<file path="src/inc/uar_regs.svh">
// Constants for the asynchronous UART receive block
`ifndef UAR_REGS_SVH
`define UAR_REGS_SVH

// Receive clock is sixteen times the bit rate
`define UAR_OVERSAMPLE 5'h10
`define UAR_CNT_W 4
// Start-bit centre: falling receive-clock edge after count seven
`define UAR_START_MID 4'h7
// Later bit centres: falling edge after the count wraps to zero
`define UAR_BIT_MID 4'h0
`define UAR_CNT_ZERO 4'h0
`define UAR_CNT_ONE 4'h1

// Character length select codes {hi, lo}
`define UAR_LEN5 2'h0
`define UAR_LEN6 2'h1
`define UAR_LEN7 2'h2
`define UAR_LEN8 2'h3
// Index of the last data bit for each length
`define UAR_LAST5 3'h4
`define UAR_LAST6 3'h5
`define UAR_LAST7 3'h6
`define UAR_LAST8 3'h7
`define UAR_BIT_ONE 3'h1

// Holding register and FIFO entry layout
`define UAR_DATA_W 8
`define UAR_DATA_ZERO 8'h00
`define UAR_ENTRY_W 10
`define UAR_ENTRY_PE 8
`define UAR_ENTRY_FE 9
`define UAR_FIFO_DEPTH 8

// Control latch contents after reset: 5 bits, odd parity, 1 stop
`define UAR_CFG_RST 5'h00

`endif

</file>
<file path="src/inc/uar_pkg.sv">
// Types shared by the UART receive block
package uar_pkg;

   // Receiver sequencer, one-hot
   typedef enum logic [5:0] {
      UAR_HUNT  = 6'h01,
      UAR_START = 6'h02,
      UAR_DATA  = 6'h04,
      UAR_PAR   = 6'h08,
      UAR_STOP  = 6'h10,
      UAR_WAIT  = 6'h20
   } uar_state_t;

   // Control latch contents
   typedef struct packed {
      logic [1:0] lenSel;
      logic parityOff;
      logic evenPar;
      logic twoStop;
   } uar_cfg_t;

endpackage

</file>
<file path="src/inc/uar_fifo_if.sv">
// Valid/ready carrier between the receiver and its character FIFO
`timescale 1ns/10ps
interface uar_fifo_if #(parameter int WIDTH = 10);
   logic [WIDTH-1:0] wrData;
   logic wrValid;
   logic wrReady;
   logic [WIDTH-1:0] rdData;
   logic rdValid;
   logic rdReady;

   modport fifo (input wrData, wrValid, rdReady,
                 output wrReady, rdData, rdValid);
   modport user (output wrData, wrValid, rdReady,
                 input wrReady, rdData, rdValid);
endinterface // uar_fifo_if

</file>
<file path="src/rtl/uar_fifo.sv">
// Synchronous FIFO of received characters with their error bits
`timescale 1ns/10ps
module uar_fifo #(
   parameter int WIDTH = 10,
   parameter int DEPTH = 8
) (
   input wire logic clk, // System clock
   input wire logic rst, // Synchronous reset, active high
   uar_fifo_if.fifo bus // Fill and drain sides
);
   localparam int AW = $clog2(DEPTH);

   logic [WIDTH-1:0] mem [DEPTH];
   logic [AW-1:0] wrPtr_ff, nxt_wrPtr;
   logic [AW-1:0] rdPtr_ff, nxt_rdPtr;
   logic [AW:0] count_ff, nxt_count;
   logic push, pop;

   // Full and empty come straight from the occupancy count
   assign bus.wrReady = (count_ff != (AW+1)'(DEPTH));
   assign bus.rdValid = (count_ff != '0);
   assign bus.rdData = mem[rdPtr_ff];
   assign push = bus.wrValid && bus.wrReady;
   assign pop = bus.rdValid && bus.rdReady;

   // Pointer and count updates
   always_comb begin
      nxt_wrPtr = push ? AW'(wrPtr_ff + 1'b1) : wrPtr_ff;
      nxt_rdPtr = pop ? AW'(rdPtr_ff + 1'b1) : rdPtr_ff;
      nxt_count = count_ff;
      if (push && !pop) begin
         nxt_count = (AW+1)'(count_ff + 1'b1);
      end else if (pop && !push) begin
         nxt_count = (AW+1)'(count_ff - 1'b1);
      end
   end

   always_ff @(posedge clk) begin
      if (rst) begin
         wrPtr_ff <= '0;
         rdPtr_ff <= '0;
         count_ff <= '0;
      end else begin
         wrPtr_ff <= nxt_wrPtr;
         rdPtr_ff <= nxt_rdPtr;
         count_ff <= nxt_count;
      end
   end

   // Storage needs no reset; count guards stale words
   always_ff @(posedge clk) begin
      if (push) begin
         mem[wrPtr_ff] <= bus.wrData;
      end
   end
endmodule // uar_fifo

</file>
<file path="src/rtl/uar_rx.sv">
// Receive half of an asynchronous serial UART
`timescale 1ns/10ps
`include "uar_regs.svh"
module uar_rx import uar_pkg::*; (
   input wire logic clk, // System clock, 25 MHz
   input wire logic rst, // Master reset, synchronous, active high
   input wire logic rx_line_in, // Serial receive line, idles high
   input wire logic rx_clock_16x, // Receive clock, sixteen times bit rate
   input wire logic clear_char_ready_n, // Clears ready while low
   input wire logic char_len_sel_lo, // Character length select, low bit
   input wire logic char_len_sel_hi, // Character length select, high bit
   input wire logic parity_disable_in, // High: no parity bit, no check
   input wire logic even_parity_sel, // High even, low odd parity
   input wire logic stop_count_sel, // Stop bit count select
   input wire logic control_latch_load, // Latch is open while high
   input wire logic rx_out_float, // High floats the holding outputs
   output logic [7:0] rx_holding_reg, // Received character
   output logic rx_holding_oe, // Drive enable for rx_holding_reg
   output logic char_ready_flag, // A character is waiting
   output logic overrun_flag, // Character landed over an unread one
   output logic parity_fault_flag, // Parity disagreed
   output logic framing_fault_flag // First stop bit was low
);

   // Decode the length select into the index of the last data bit
   function automatic logic [2:0] lastBit(input logic [1:0] sel);
      logic [2:0] idx;
      idx = `UAR_LAST8;
      unique case (sel)
         `UAR_LEN5: idx = `UAR_LAST5;
         `UAR_LEN6: idx = `UAR_LAST6;
         `UAR_LEN7: idx = `UAR_LAST7;
         `UAR_LEN8: idx = `UAR_LAST8;
      endcase
      return idx;
   endfunction

   uar_fifo_if #(.WIDTH(`UAR_ENTRY_W)) chq ();

   uar_fifo #(
      .WIDTH(`UAR_ENTRY_W),
      .DEPTH(`UAR_FIFO_DEPTH)
   ) u_fifo (
      .clk(clk),
      .rst(rst),
      .bus(chq.fifo)
   );

   // Control latch
   uar_cfg_t cfg_ff, nxt_cfg;

   // Receive-clock edge finder
   logic rxClkPrev_ff, nxt_rxClkPrev;
   logic rxRise, rxFall;

   // Receiver sequencer
   uar_state_t state_ff, nxt_state;
   logic [`UAR_CNT_W-1:0] cnt_ff, nxt_cnt;
   logic [2:0] bitIdx_ff, nxt_bitIdx;
   logic [7:0] shift_ff, nxt_shift;
   logic parErr_ff, nxt_parErr;
   logic pushValid_ff, nxt_pushValid;
   logic [`UAR_ENTRY_W-1:0] pushData_ff, nxt_pushData;

   // Holding register and flags
   logic [7:0] hold_ff, nxt_hold;
   logic holdOe_ff, nxt_holdOe;
   logic pend_ff, nxt_pend;
   logic pendFe_ff, nxt_pendFe;
   logic ready_ff, nxt_ready;
   logic clrSeen_ff, nxt_clrSeen;
   logic overrun_ff, nxt_overrun;
   logic parity_ff, nxt_parity;
   logic framing_ff, nxt_framing;
   logic pop, readyNow;

   // Level-loaded latch, following the inputs while load is high
   always_comb begin
      nxt_cfg = cfg_ff;
      if (control_latch_load) begin
         nxt_cfg.lenSel = {char_len_sel_hi, char_len_sel_lo};
         nxt_cfg.parityOff = parity_disable_in;
         nxt_cfg.evenPar = even_parity_sel;
         nxt_cfg.twoStop = stop_count_sel;
      end
   end

   always_ff @(posedge clk) begin
      if (rst) begin
         cfg_ff <= `UAR_CFG_RST;
      end else begin
         cfg_ff <= nxt_cfg;
      end
   end

   // The receive clock is far slower than clk, so edges are events here
   assign nxt_rxClkPrev = rx_clock_16x;
   assign rxRise = rx_clock_16x && !rxClkPrev_ff;
   assign rxFall = !rx_clock_16x && rxClkPrev_ff;

   always_ff @(posedge clk) begin
      if (rst) begin
         rxClkPrev_ff <= 1'b0;
      end else begin
         rxClkPrev_ff <= nxt_rxClkPrev;
      end
   end

   // Receiver sequencer: counts rises, samples on falls at bit centres
   always_comb begin
      nxt_state = state_ff;
      nxt_cnt = cnt_ff;
      nxt_bitIdx = bitIdx_ff;
      nxt_shift = shift_ff;
      nxt_parErr = parErr_ff;
      nxt_pushData = pushData_ff;
      // An entry waits here until the FIFO takes it
      nxt_pushValid = pushValid_ff && !chq.wrReady;
      if (rxRise && state_ff != UAR_HUNT) begin
         nxt_cnt = `UAR_CNT_W'(cnt_ff + `UAR_CNT_ONE);
      end
      unique case (state_ff)
         UAR_HUNT: begin
            // A full queue holds off the hunt so nothing is dropped
            if (rxRise && !rx_line_in && !pushValid_ff) begin
               nxt_state = UAR_START;
               nxt_cnt = `UAR_CNT_ZERO;
               nxt_shift = `UAR_DATA_ZERO;
               nxt_parErr = 1'b0;
            end
         end
         UAR_START: begin
            if (rxFall && cnt_ff == `UAR_START_MID) begin
               nxt_cnt = `UAR_CNT_ZERO;
               nxt_bitIdx = '0;
               // Glitch on an idle line: go back to hunting
               nxt_state = rx_line_in ? UAR_HUNT : UAR_DATA;
            end
         end
         UAR_DATA: begin
            if (rxFall && cnt_ff == `UAR_BIT_MID) begin
               nxt_shift[bitIdx_ff] = rx_line_in;
               if (bitIdx_ff == lastBit(cfg_ff.lenSel)) begin
                  nxt_state = cfg_ff.parityOff ? UAR_STOP : UAR_PAR;
               end else begin
                  nxt_bitIdx = 3'(bitIdx_ff + `UAR_BIT_ONE);
               end
            end
         end
         UAR_PAR: begin
            if (rxFall && cnt_ff == `UAR_BIT_MID) begin
               // Even: ones plus parity must be even; odd: must be odd
               nxt_parErr = (^shift_ff) ^ rx_line_in ^
                            !cfg_ff.evenPar;
               nxt_state = UAR_STOP;
            end
         end
         UAR_STOP: begin
            if (rxFall && cnt_ff == `UAR_BIT_MID) begin
               nxt_pushData = {!rx_line_in, parErr_ff, shift_ff};
               nxt_pushValid = 1'b1;
               // Second stop bit is not checked; hunting starts here
               nxt_state = rx_line_in ? UAR_HUNT : UAR_WAIT;
            end
         end
         UAR_WAIT: begin
            // Bad stop bit: wait for the line to return high first
            if (rxRise && rx_line_in) begin
               nxt_state = UAR_HUNT;
            end
         end
         default: begin
            nxt_state = UAR_HUNT;
         end
      endcase
   end

   assign chq.wrData = pushData_ff;
   assign chq.wrValid = pushValid_ff;

   always_ff @(posedge clk) begin
      if (rst) begin
         state_ff <= UAR_HUNT;
         cnt_ff <= `UAR_CNT_ZERO;
         bitIdx_ff <= '0;
         shift_ff <= `UAR_DATA_ZERO;
         parErr_ff <= 1'b0;
         pushValid_ff <= 1'b0;
         pushData_ff <= '0;
      end else begin
         state_ff <= nxt_state;
         cnt_ff <= nxt_cnt;
         bitIdx_ff <= nxt_bitIdx;
         shift_ff <= nxt_shift;
         parErr_ff <= nxt_parErr;
         pushValid_ff <= nxt_pushValid;
         pushData_ff <= nxt_pushData;
      end
   end

   // Drain stalls while outputs float or a transfer awaits its half clock
   assign chq.rdReady = !pend_ff && !rx_out_float;
   assign pop = chq.rdValid && chq.rdReady;
   // Ready as seen by this cycle's transfer, honouring a clear in progress
   assign readyNow = ready_ff && clear_char_ready_n;

   // Holding register transfer and status flags
   always_comb begin
      nxt_hold = hold_ff;
      nxt_holdOe = !rx_out_float;
      nxt_pend = pend_ff;
      nxt_pendFe = pendFe_ff;
      nxt_ready = ready_ff;
      nxt_clrSeen = clrSeen_ff;
      nxt_overrun = overrun_ff;
      nxt_parity = parity_ff;
      nxt_framing = framing_ff;
      if (!clear_char_ready_n) begin
         nxt_ready = 1'b0;
         nxt_clrSeen = 1'b1;
      end
      if (pop) begin
         nxt_hold = chq.rdData[`UAR_DATA_W-1:0];
         nxt_pend = 1'b1;
         nxt_pendFe = chq.rdData[`UAR_ENTRY_FE];
         nxt_parity = chq.rdData[`UAR_ENTRY_PE];
         if (readyNow) begin
            nxt_overrun = 1'b1;
         end else if (clrSeen_ff) begin
            nxt_overrun = 1'b0;
         end
         // A clear in this same cycle still counts for the next one
         nxt_clrSeen = !clear_char_ready_n;
      end else if (pend_ff && rxFall) begin
         // Setting ready wins over a clear arriving in the same cycle
         nxt_pend = 1'b0;
         nxt_ready = 1'b1;
         nxt_framing = pendFe_ff;
      end
      if (cfg_ff.parityOff) begin
         nxt_parity = 1'b0;
      end
   end

   always_ff @(posedge clk) begin
      if (rst) begin
         holdOe_ff <= 1'b0;
         pend_ff <= 1'b0;
         pendFe_ff <= 1'b0;
         ready_ff <= 1'b0;
         clrSeen_ff <= 1'b0;
         overrun_ff <= 1'b0;
         parity_ff <= 1'b0;
         framing_ff <= 1'b0;
      end else begin
         holdOe_ff <= nxt_holdOe;
         pend_ff <= nxt_pend;
         pendFe_ff <= nxt_pendFe;
         ready_ff <= nxt_ready;
         clrSeen_ff <= nxt_clrSeen;
         overrun_ff <= nxt_overrun;
         parity_ff <= nxt_parity;
         framing_ff <= nxt_framing;
      end
   end

   // Holding register keeps its contents through master reset
   always_ff @(posedge clk) begin
      hold_ff <= nxt_hold;
   end

   assign rx_holding_reg = hold_ff;
   assign rx_holding_oe = holdOe_ff;
   assign char_ready_flag = ready_ff;
   assign overrun_flag = overrun_ff;
   assign parity_fault_flag = parity_ff;
   assign framing_fault_flag = framing_ff;

endmodule // uar_rx

</file>
<file path="config.mk">
export PLATFORM = sky130hd
export DESIGN_NAME = uar_rx
export DESIGN_NICKNAME = d
export VERILOG_FILES = /design/src/inc/uar_pkg.sv /design/src/inc/uar_fifo_if.sv /design/src/rtl/uar_fifo.sv /design/src/rtl/uar_rx.sv
export VERILOG_INCLUDE_DIRS = /design/src /design/src/inc
export SDC_FILE = /design/constraint.sdc
export NUM_CORES = 1
export LEC_CHECK = 0
export ABC_AREA = 1
export BUFFER_PORTS_ARGS = -buffer_cell sky130_fd_sc_hd__buf_2
export CAP_MARGIN = 10
export CORE_MARGIN = 2
export CORE_UTILIZATION = 40
export DETAILED_ROUTE_END_ITERATION = 10
export MAX_ROUTING_LAYER = met4
export PLACE_DENSITY = 0.54
export SLEW_MARGIN = 0
export SYNTH_ARGS = -nofsm -noshare
export SYNTH_HDL_FRONTEND = slang
export SYNTH_SLANG_ARGS = --single-unit
</file>
<file path="constraint.sdc">
create_clock -name clk -period 4.95 [get_ports clk]
set_input_delay 0.2475 -clock clk [delete_from_list [all_inputs] [get_ports clk]]
set_output_delay 0.2475 -clock clk [all_outputs]
set_load 0.05 [all_outputs]
</file>
== Word level (Yosys, flattened, before mapping) ==
Memories as Yosys holds them, arrays and structs flattened. A register that Yosys moved wholly into a read port is not among the register bits.
Cells that the tools add are included.

* Bits in registers: 64
* RAM bits: 80
* Input port bits: 12
* Output and inout bits: 13
* Word-level logic and storage cells: 151
* Memories: 1

* $add $sub $neg: 6
* Magnitude comparators: 2
* Equality and inequality tests: 22
* Mux-type cells: 48
* Bitwise gates (word level): 3
* Reduce and logical (&&, ||, !) cells: 46

{| class="wikitable"
|+ Memories
! memory !! depth !! bits a word !! read ports !! clocked after Yosys merged registers in !! wr ports !! RTL line !! RTL
|-
| u_fifo.mem || 8 || 10 || 1 || 1 || 1 || uar_fifo.sv:13 || <nowiki>logic [WIDTH-1:0] mem [DEPTH];</nowiki>
|}

{| class="wikitable"
|+ Operators by type and width
! operator !! count
|-
| 2-to-1 mux 6 bit || 8
|-
| one-hot mux 6 bit (6 select lines) || 1
|-
| 2-to-1 mux 3 bit || 8
|-
| 2-to-1 mux 4 bit || 5
|-
| logical AND 1 bit || 17
|-
| 2-to-1 mux 1 bit || 16
|-
| 2-to-1 mux 8 bit || 2
|-
| != test 2 bit (second input constant) || 8
|-
| one-hot mux 8 bit (2 select lines) || 1
|-
| one-hot mux 3 bit (4 select lines) || 1
|-
| nonzero test 2 bit || 6
|-
| logical NOT 1 bit || 11
|-
| adder 3 x 1 -> 3 bit (second input constant) || 3
|-
| adder 4 x 1 -> 4 bit (second input constant) || 2
|-
| bitwise mux 8 bit || 1
|-
| one-hot mux 4 bit (2 select lines) || 1
|-
| parity 8 bit || 1
|-
| AND reduction 7 bit || 1
|-
| == test 6 x 1 -> 1 bit (second input constant) || 1
|-
| == test 6 x 2 -> 1 bit (second input constant) || 1
|-
| == test 6 x 3 -> 1 bit (second input constant) || 1
|-
| == test 6 x 4 -> 1 bit (second input constant) || 1
|-
| == test 6 x 5 -> 1 bit (second input constant) || 1
|-
| == test 6 bit (second input constant) || 1
|-
| other kinds (23) || 28
|}

== Longest topological paths before layout ==
Gate-level depths: netlist of the first run.

* Depth after elaboration: 9
* Gate-level depth with buffers: 16
* Gate-level depth less buffers: 16

== Cells and area by module ==
Synthesis of the first run repeated with hierarchy kept, for this count alone.

* Cell total of the unflattened synthesis: 694
* Area total of the unflattened synthesis: 6,466.2 um^2

{| class="wikitable"
|+ Modules (own cells, without submodules)
! module !! times used !! cells each !! area an instance (um^2) !! seq. area each (um^2)
|-
| uar_fifo || 1 || 336 || 3,829.9 || 2,662.6
|-
| uar_rx || 1 || 358 || 2,636.3 || 1,161.1
|}

== Worst setup path after synthesis of the first run ==
OpenSTA, ideal clock, no wires.

* Kind: flip-flop to flip-flop
* Start point: register u_fifo.count_ff[0]
* End point: register u_fifo.count_ff[3]
* Library setup time: 0.113 ns
* Data arrival time: 1.844 ns
* Data required time: 4.837 ns
* Path slack: 2.994 ns
* Cell stages (with the launch flop): 16
* Buffers on the path: 0
* Period minus slack after synthesis: 1.956 ns
* Cells stage by stage: dfxtp_1 -> nor2_1 -> nand3_1 -> nand2_1 -> inv_1 -> ha_1 -> inv_1 -> ha_1 -> nand2_1 -> nand2_1 -> a21oi_1 -> nor2_1 -> nor2_1 -> nand2_1 -> nor2_1 -> nor2_1

* Cells in the longest elaborated chain, start to end: 5
* Elaborated cells between the ends (all ways): 13

{| class="wikitable"
|+ RTL lines
! item !! RTL line !! RTL
|-
| start: declaration || uar_fifo.sv:16 || <nowiki>logic [AW:0] count_ff, nxt_count;</nowiki>
|-
| start signal: assignment || uar_fifo.sv:46 || <nowiki>count_ff <= nxt_count;</nowiki>
|-
| != test 4 bit (*) || uar_fifo.sv:20 || <nowiki>assign bus.wrReady = (count_ff != (AW+1)'(DEPTH));</nowiki>
|-
| logical AND 1 bit (*) || uar_fifo.sv:23 || <nowiki>assign push = bus.wrValid && bus.wrReady;</nowiki>
|-
| named net u_fifo.push || uar_fifo.sv:17 || <nowiki>logic push, pop;</nowiki>
|-
| logical NOT 1 bit || uar_fifo.sv:33 || <nowiki>end else if (pop && !push) begin</nowiki>
|-
| logical AND 1 bit || uar_fifo.sv:33 ||
|-
| nonzero test 2 bit (no line) || - ||
|}

Mark *: on every way through the listed nets, which the timed path passes. The rest lies on a longest branch. The select of a mux whose other input is x is not followed.
A chain may end at the register's enable or synchronous reset.

==> results of run 1 <==
-- Yosys cell counts, types with 2 or more instances --
library cell and instances:
nor2_1 124, clkinv_1 2, o221ai_1 2, nand3_1 37
nand4_1 12, nor3_1 6, edfxtp_1 88, inv_2 2
buf_2 2, a31oi_1 8, clkbuf_1 17, ha_1 8
o21ai_0 72, dfxtp_1 59, o22ai_1 8, inv_1 60
nand2_4 2, nor2_2 3, nand2_2 3, a21oi_1 39
nor2_4 4, o211ai_1 2, xnor2_1 3, or2_2 4
xor2_1 5, buf_6 4, nand2_1 99
-- logic make-up after synthesis --
logic type               synth area share
flip-flops                          0.593
AO/OA/AOI/OAI                       0.115
XOR/XNOR                           0.0109
buffers and inverters              0.0569
adder cells (fa/ha/maj)            0.0186
AND/OR/NAND/NOR                     0.206
-- metrics by stage --
stage | power (W) | utilization
after CTS | 0.00362 | 0.464
after global placement | 0.00234 | 0.427
after detailed placement | 0.00236 | 0.427
after global routing | 0.00381 | 0.464
final | 0.00358 | 0.464
after floorplan | 0.00218 | -
-- final timing paths --
check | startpoint | endpoint | slack, ps | cells after the start
min reg2reg | overrun_flag | overrun_flag | 460 | 2
max reg2reg | register | rx_holding_reg[7] | 2690 | 6
min | clear_char_ready_n | clrSeen_ff | 30 | 2
max | register | rx_holding_reg[7] | 2690 | 6
-- where the power goes --
group          switching (W)  internal [W]  total [W]
registers          0.0000565       0.00139    0.00144
clock network       0.000472      0.000779    0.00125
logic               0.000616      0.000269   0.000885
total                0.00114       0.00243    0.00358
-- repair_timing --
action,4_1_cts,5_1_grt
hold buffers,1,0
resized for setup,0,0
hold endpoints to repair,1,0
buffers inserted,0,0
-- area by class of cell --
| cell class | instances | share of cell area |
|---|---|---|
| multi-input cells | 453 | 0.308 |
| clock buffers | 18 | 0.0585 |
| clock inverters | 12 | 0.0191 |
| flip-flops and latches | 147 | 0.521 |
| well taps | 216 | 0.0368 |
| inverters | 64 | 0.0327 |
| repair buffers | 31 | 0.0242 |
-- layer usage --
metal  GRT usage  vias to the layer above
met5           -                        -
met1       0.211                     2143
met3      0.0440                       10
met4      0.0638                        0
li1            -                     2389
met2       0.290                       58
==> summary.md, run 1 <==
| Metric | Value |
|---|---|
| Fmax | `between 0.4 and 0.5 GHz` |
| Setup ws final | `2690 ps` |
| Synth top area share | `0.410` |
| Setup TNS | `0 ps` |
| Wl on met1 | `6170 um` |
| Critical Path AT | `2390 ps` |
| Clock period minus final worst setup slack | `around 2300 ps` |
| WP buf/inv | `2` |
| First-pass GRT wire length | `22300 um` |
| Max Clock Skew | `~9.6 ps` |
| Post-route DRC | `0` |
| Mean area per synthesized cell | `9.37 um^2` |
| Core ar. | `between 15000 and 20000 um^2` |
| Max clock buf depth | `2` |
| H-tree depth | `4` |
| DRT Pass-1 Iters | `4` |
| TritonCTS Sinks | `between 100 and 150` |
| Nets | `between 700 and 800` |
| GP Congestion | `0.885` |
| CP Capture Type | `register` |
| Filler Cell Count | `roughly 1500` |
| Placed cell count | `910` |
| Post-route cell area | `between 7000 and 8000 um^2` |
| Routed WL | `~14000 um` |
| Yosys reg bits | `around 150` |
| Non-filler cells, final | `between 900 and 1000` |
| Clk_lat worst skew | `420 ps` |
| Post-synth EDFFs | `88` |
| WL met3 | `between 400 and 500 um` |
| Die H | `roughly 130 um` |
| Final hold vios | `0` |
| Count of final setup violators | `0` |
| Worst Setup Start Kind | `register` |
| Die W | `between 100 and 150 um` |
| Met2 WL | `between 6000 and 7000 um` |
| WS Path Type | `register to register` |
| Critical Path Max Stage Delay | `620 ps` |
| Unique masters post-synth | `40` |
| CTS Buf Count | `17` |
| WL/cell | `approximately 14 um` |
| Synth top area cells | `edfxtp_1 (41%), dfxtp_1 (18%), nor2_1 (7.2%)` |
| P_leak | `2.84 nW` |
| Most common cell after layout, fill and taps aside | `nor2_1` |
| Post-DRT Antenna Nets | `0` |
| VDD IR max | `~0.24 mV` |
| P&R area growth vs syn | `13.8%` |
| Area of the multi-input gates | `between 2000 and 2500 um^2` |
| Final Slew Violations | `0` |
| Cell count after synthesis | `between 600 and 700` |
| Final hold slack | `roughly 25 ps` |
| Via density | `4.89` |
| Starting Density | `0.407` |
| Slew headroom | `0.225` |
| Crit share post-route | `0.456` |
| I/O Pins | `25` |
| CTS tree | `yes` |
| Ant diodes | `0` |
| Antenna violations before repair | `0` |
| Gr usage total | `0.176` |
| Top sig layer | `met4` |
| Worst slew pin tran | `roughly 1200 ps` |
| Asr flop ratio synth | `0` |
| Critical Path RT | `between 5000 and 6000 ps` |
| Cell chain of the critical path | `buf_4 > inv_1 > o21ai_0 > o22ai_1 > nor2_1 > a31oi_1` |
| Final HPWL DP | `8610 um` |
| Sequential fraction of the synthesis area | `0.593` |
| Worst hold path type | `input port to register` |
| Synth Flop Type | `edfxtp_1` |
| Area leader, netlist | `edfxtp_1` |
| Commonest non-fill, non-tap cells in the layout | `nor2_1 (124), nand2_1 (99), edfxtp_1 (88)` |
| Power per standard cell area | `between 400 and 500 nW/um^2` |
| DR vias | `4600` |
| Largest net degree at the start of global routing | `between 40 and 50` |
| Delay-heaviest family, CP | `buffers and inverters` |
| Max FFs per register | `80` |
| Outcome | `completed` |
| Row cnt | `46` |
| Synth warnings | `0` |
| Maximum fanout along the worst path | `slightly above 40` |
| Reg clk slew, reported paths | `approximately 60 ps` |
| Placed cell area | `approximately 6800 um^2` |
| Net Count, Synth | `between 700 and 800` |
| Vias in the first global route | `4381` |
| Netlist Area Pre-Place | `around 6400 um^2` |
| Die area | `between 15000 and 20000 um^2` |
| DRT iter0 DRCs | `290` |
| Root buf cell | `clkbuf_16` |
| Reg area | `3820 um^2` |
| Share of layout cells above drive strength 1 | `0.112` |
| RSZ-0062 raised after global routing | `false` |
| GRT Residual Overflow | `0` |
| CP max-delay cell | `inv_1` |
| Largest Register | `u_fifo.mem` |
| Port Buf Inserts | `23` |
| Max Cap Violations | `0` |
| Setup WS pre-CTS | `roughly 2700 ps` |
Note: power is estimated with default switching activity, not from simulation.
==> run 2, diff against run 1 <==
--- a/config.mk
+++ b/config.mk
@@ -13,7 +13,7 @@
 export CORE_UTILIZATION = 40
 export DETAILED_ROUTE_END_ITERATION = 10
 export MAX_ROUTING_LAYER = met4
-export PLACE_DENSITY = 0.54
+export PLACE_DENSITY = 0.56
 export SLEW_MARGIN = 0
 export SYNTH_ARGS = -nofsm -noshare
 export SYNTH_HDL_FRONTEND = slang
==> constraint.sdc (replaced) <==
create_clock -name clk -period 2 [get_ports clk]
set_input_delay 0.1 -clock clk [delete_from_list [all_inputs] [get_ports clk]]
set_output_delay 0.1 -clock clk [all_outputs]
set_load 0.05 [all_outputs]
==> summary.md, run 2 (synthesized netlist as in run 1, its figures left out) <==
| Metric | Value |
|---|---|
| Gr usage total | `0.176` |
| WS Path Type | `register to register` |
| Nets | `between 700 and 800` |
| CTS tree | `yes` |
| CP max-delay cell | `dfxtp_2` |
| Worst hold path type | `input port to register` |
| WP buf/inv | `2` |
| Share of layout cells above drive strength 1 | `0.164` |
| Slew headroom | `0.608` |
| Non-filler cells, final | `between 900 and 1000` |
| Max Clock Skew | `~7.9 ps` |
| P&R area growth vs syn | `19.7%` |
| Fmax | `between 0.4 and 0.5 GHz` |
| RSZ-0062 raised after global routing | `true` |
| Power per standard cell area | `between 1000 and 1500 nW/um^2` |
| Final Slew Violations | `0` |
| Worst Setup Start Kind | `register` |
| Die W | `between 100 and 150 um` |
| Critical Path Max Stage Delay | `between 300 and 400 ps` |
| Maximum fanout along the worst path | `3` |
| Die H | `131 um` |
| GP Congestion | `around 0.85` |
| Reg clk slew, reported paths | `approximately 60 ps` |
| Outcome | `finished, violations left` |
| Antenna violations before repair | `0` |
| Final hold vios | `0` |
| DRT iter0 DRCs | `roughly 270` |
| TritonCTS Sinks | `about 150` |
| Max clock buf depth | `2` |
| Vias in the first global route | `around 4600` |
| CTS Buf Count | `17` |
| Post-DRT Antenna Nets | `0` |
| Count of final setup violators | `1` |
| Delay-heaviest family, CP | `simple AND/OR/NAND/NOR gates` |
| Post-route DRC | `0` |
| Critical Path RT | `2360 ps` |
| Setup WS pre-CTS | `-104 ps` |
| DR vias | `between 4000 and 5000` |
| Clk_lat worst skew | `420 ps` |
| Final HPWL DP | `just under 9000 um` |
| CP Capture Type | `register` |
| Setup ws final | `-8.30 ps` |
| First-pass GRT wire length | `22300 um` |
| Port Buf Inserts | `23` |
| Max Cap Violations | `0` |
| Most common cell after layout, fill and taps aside | `nor2_1` |
| Commonest non-fill, non-tap cells in the layout | `nor2_1 (122), nand2_1 (96), edfxtp_1 (88)` |
| Die area | `~17000 um^2` |
| Core ar. | `between 15000 and 20000 um^2` |
| Cell chain of the critical path | `nor2_4 > nand3_2 > nand2_2 > inv_4 > ha_4 > inv_4 > ha_4 > nand2_2 > nand2_2 > a21oi_2 > nor2_1 > nor2_1 > nand2_1 > nand2_1 > nand2_1 > nor2_1` |
| Failing checks | `negative setup slack` |
| Placed cell count | `~900` |
| Routed WL | `13700 um` |
| I/O Pins | `25` |
| GRT Residual Overflow | `0` |
| H-tree depth | `4` |
| Starting Density | `0.407` |
| Crit share post-route | `1.00` |
| Largest Register | `u_fifo.mem` |
| WL/cell | `14.1 um` |
| Max FFs per register | `80` |
| Row cnt | `46` |
| Via density | `between 4 and 5` |
| Largest net degree at the start of global routing | `41` |
| P_leak | `3.01 nW` |
| VDD IR max | `between 0.6 and 0.7 mV` |
| Critical Path AT | `around 2400 ps` |
| DRT Pass-1 Iters | `4` |
| Clock period minus final worst setup slack | `2010 ps` |
| Root buf cell | `clkbuf_16` |
| Worst slew pin tran | `roughly 590 ps` |
| Ant diodes | `0` |
-- run 2: cell count changes in the layout (fill, tap and decap cells not counted), moves of 3 or more --
cell	before	now
nand2_1	99	96
dlygate4sd3_1	1	8
nand2_2	3	6
buf_4	7	29
inv_1	60	57
-- run 2: layout make-up --
type | instances | area, um^2
flip-flops and latches | 147 | 3830
inverters | 64 | 245
clock buffers | 17 | 425
multi-input cells | 453 | 2310
clock inverters | 15 | 205
well taps | 216 | 270
fillers | 1436 | 8110
repair buffers | 61 | 433
-- run 2: worst register-to-register path, stage by stage, from the launching register on --
cell and delay [ps]:
dfxtp_2 330, nor2_4 140, nand3_2 90, nand2_2 100, inv_4 40, ha_4 170
inv_4 70, ha_4 190, nand2_2 50, nand2_2 50, a21oi_2 170, nor2_1 70
nor2_1 130, nand2_1 110, nand2_1 90, nand2_1 50, nor2_1 100
-- run 2: per-layer routing --
layer / vias to the layer above / global-route usage / routed length (um)
li1: 2451 / - / -
met1: 2223 / 0.197 / 5900
met2: 81 / 0.306 / 7070
met3: 27 / 0.0375 / 479
met4: 0 / 0.0726 / 265
met5: - / - / 0
-- run 2: path summary, 6_finish.rpt --
| path | cells after the start | startpoint | end | slack, ps |
|---|---|---|---|---|
| min | 3 | control_latch_load | cfg_ff[2] | 20 |
| max reg2reg | 16 | u_fifo.count_ff[0] | u_fifo.count_ff[3] | -8 |
| max | 16 | u_fifo.count_ff[0] | u_fifo.count_ff[3] | -8 |
| min reg2reg | 1 | u_fifo.rdPtr_ff[2] | u_fifo.rdPtr_ff[2] | 440 |
-- run 2: per-stage QoR --
step                setup TNS [ps]  hold slack, ps   util  power (W)  area [um^2]
floorplan                        0             172      -    0.00540         6450
global placement                 0             278  0.435    0.00589         6890
detailed placement            -104             280  0.435    0.00595         6890
CTS                              0            12.4  0.483    0.00945         7640
global route                  -124            77.5  0.488    0.00999         7720
finish                       -8.30            16.2  0.488    0.00947         7720
-- run 2: repair_timing --
item,4_1_cts,5_1_grt
endpoints found under the setup margin,1,11
resized for setup,3,16
pin swaps,1,10
cloned,0,0
buffers inserted,5,3
endpoints found under the hold margin,9,0
hold buffers,8,0
-- run 2: report_power, final --
group,total [W],internal [W],switching (W)
clock,0.00338,0.00210,0.00128
sequential,0.00357,0.00343,0.000141
combinational,0.00251,0.000897,0.00162
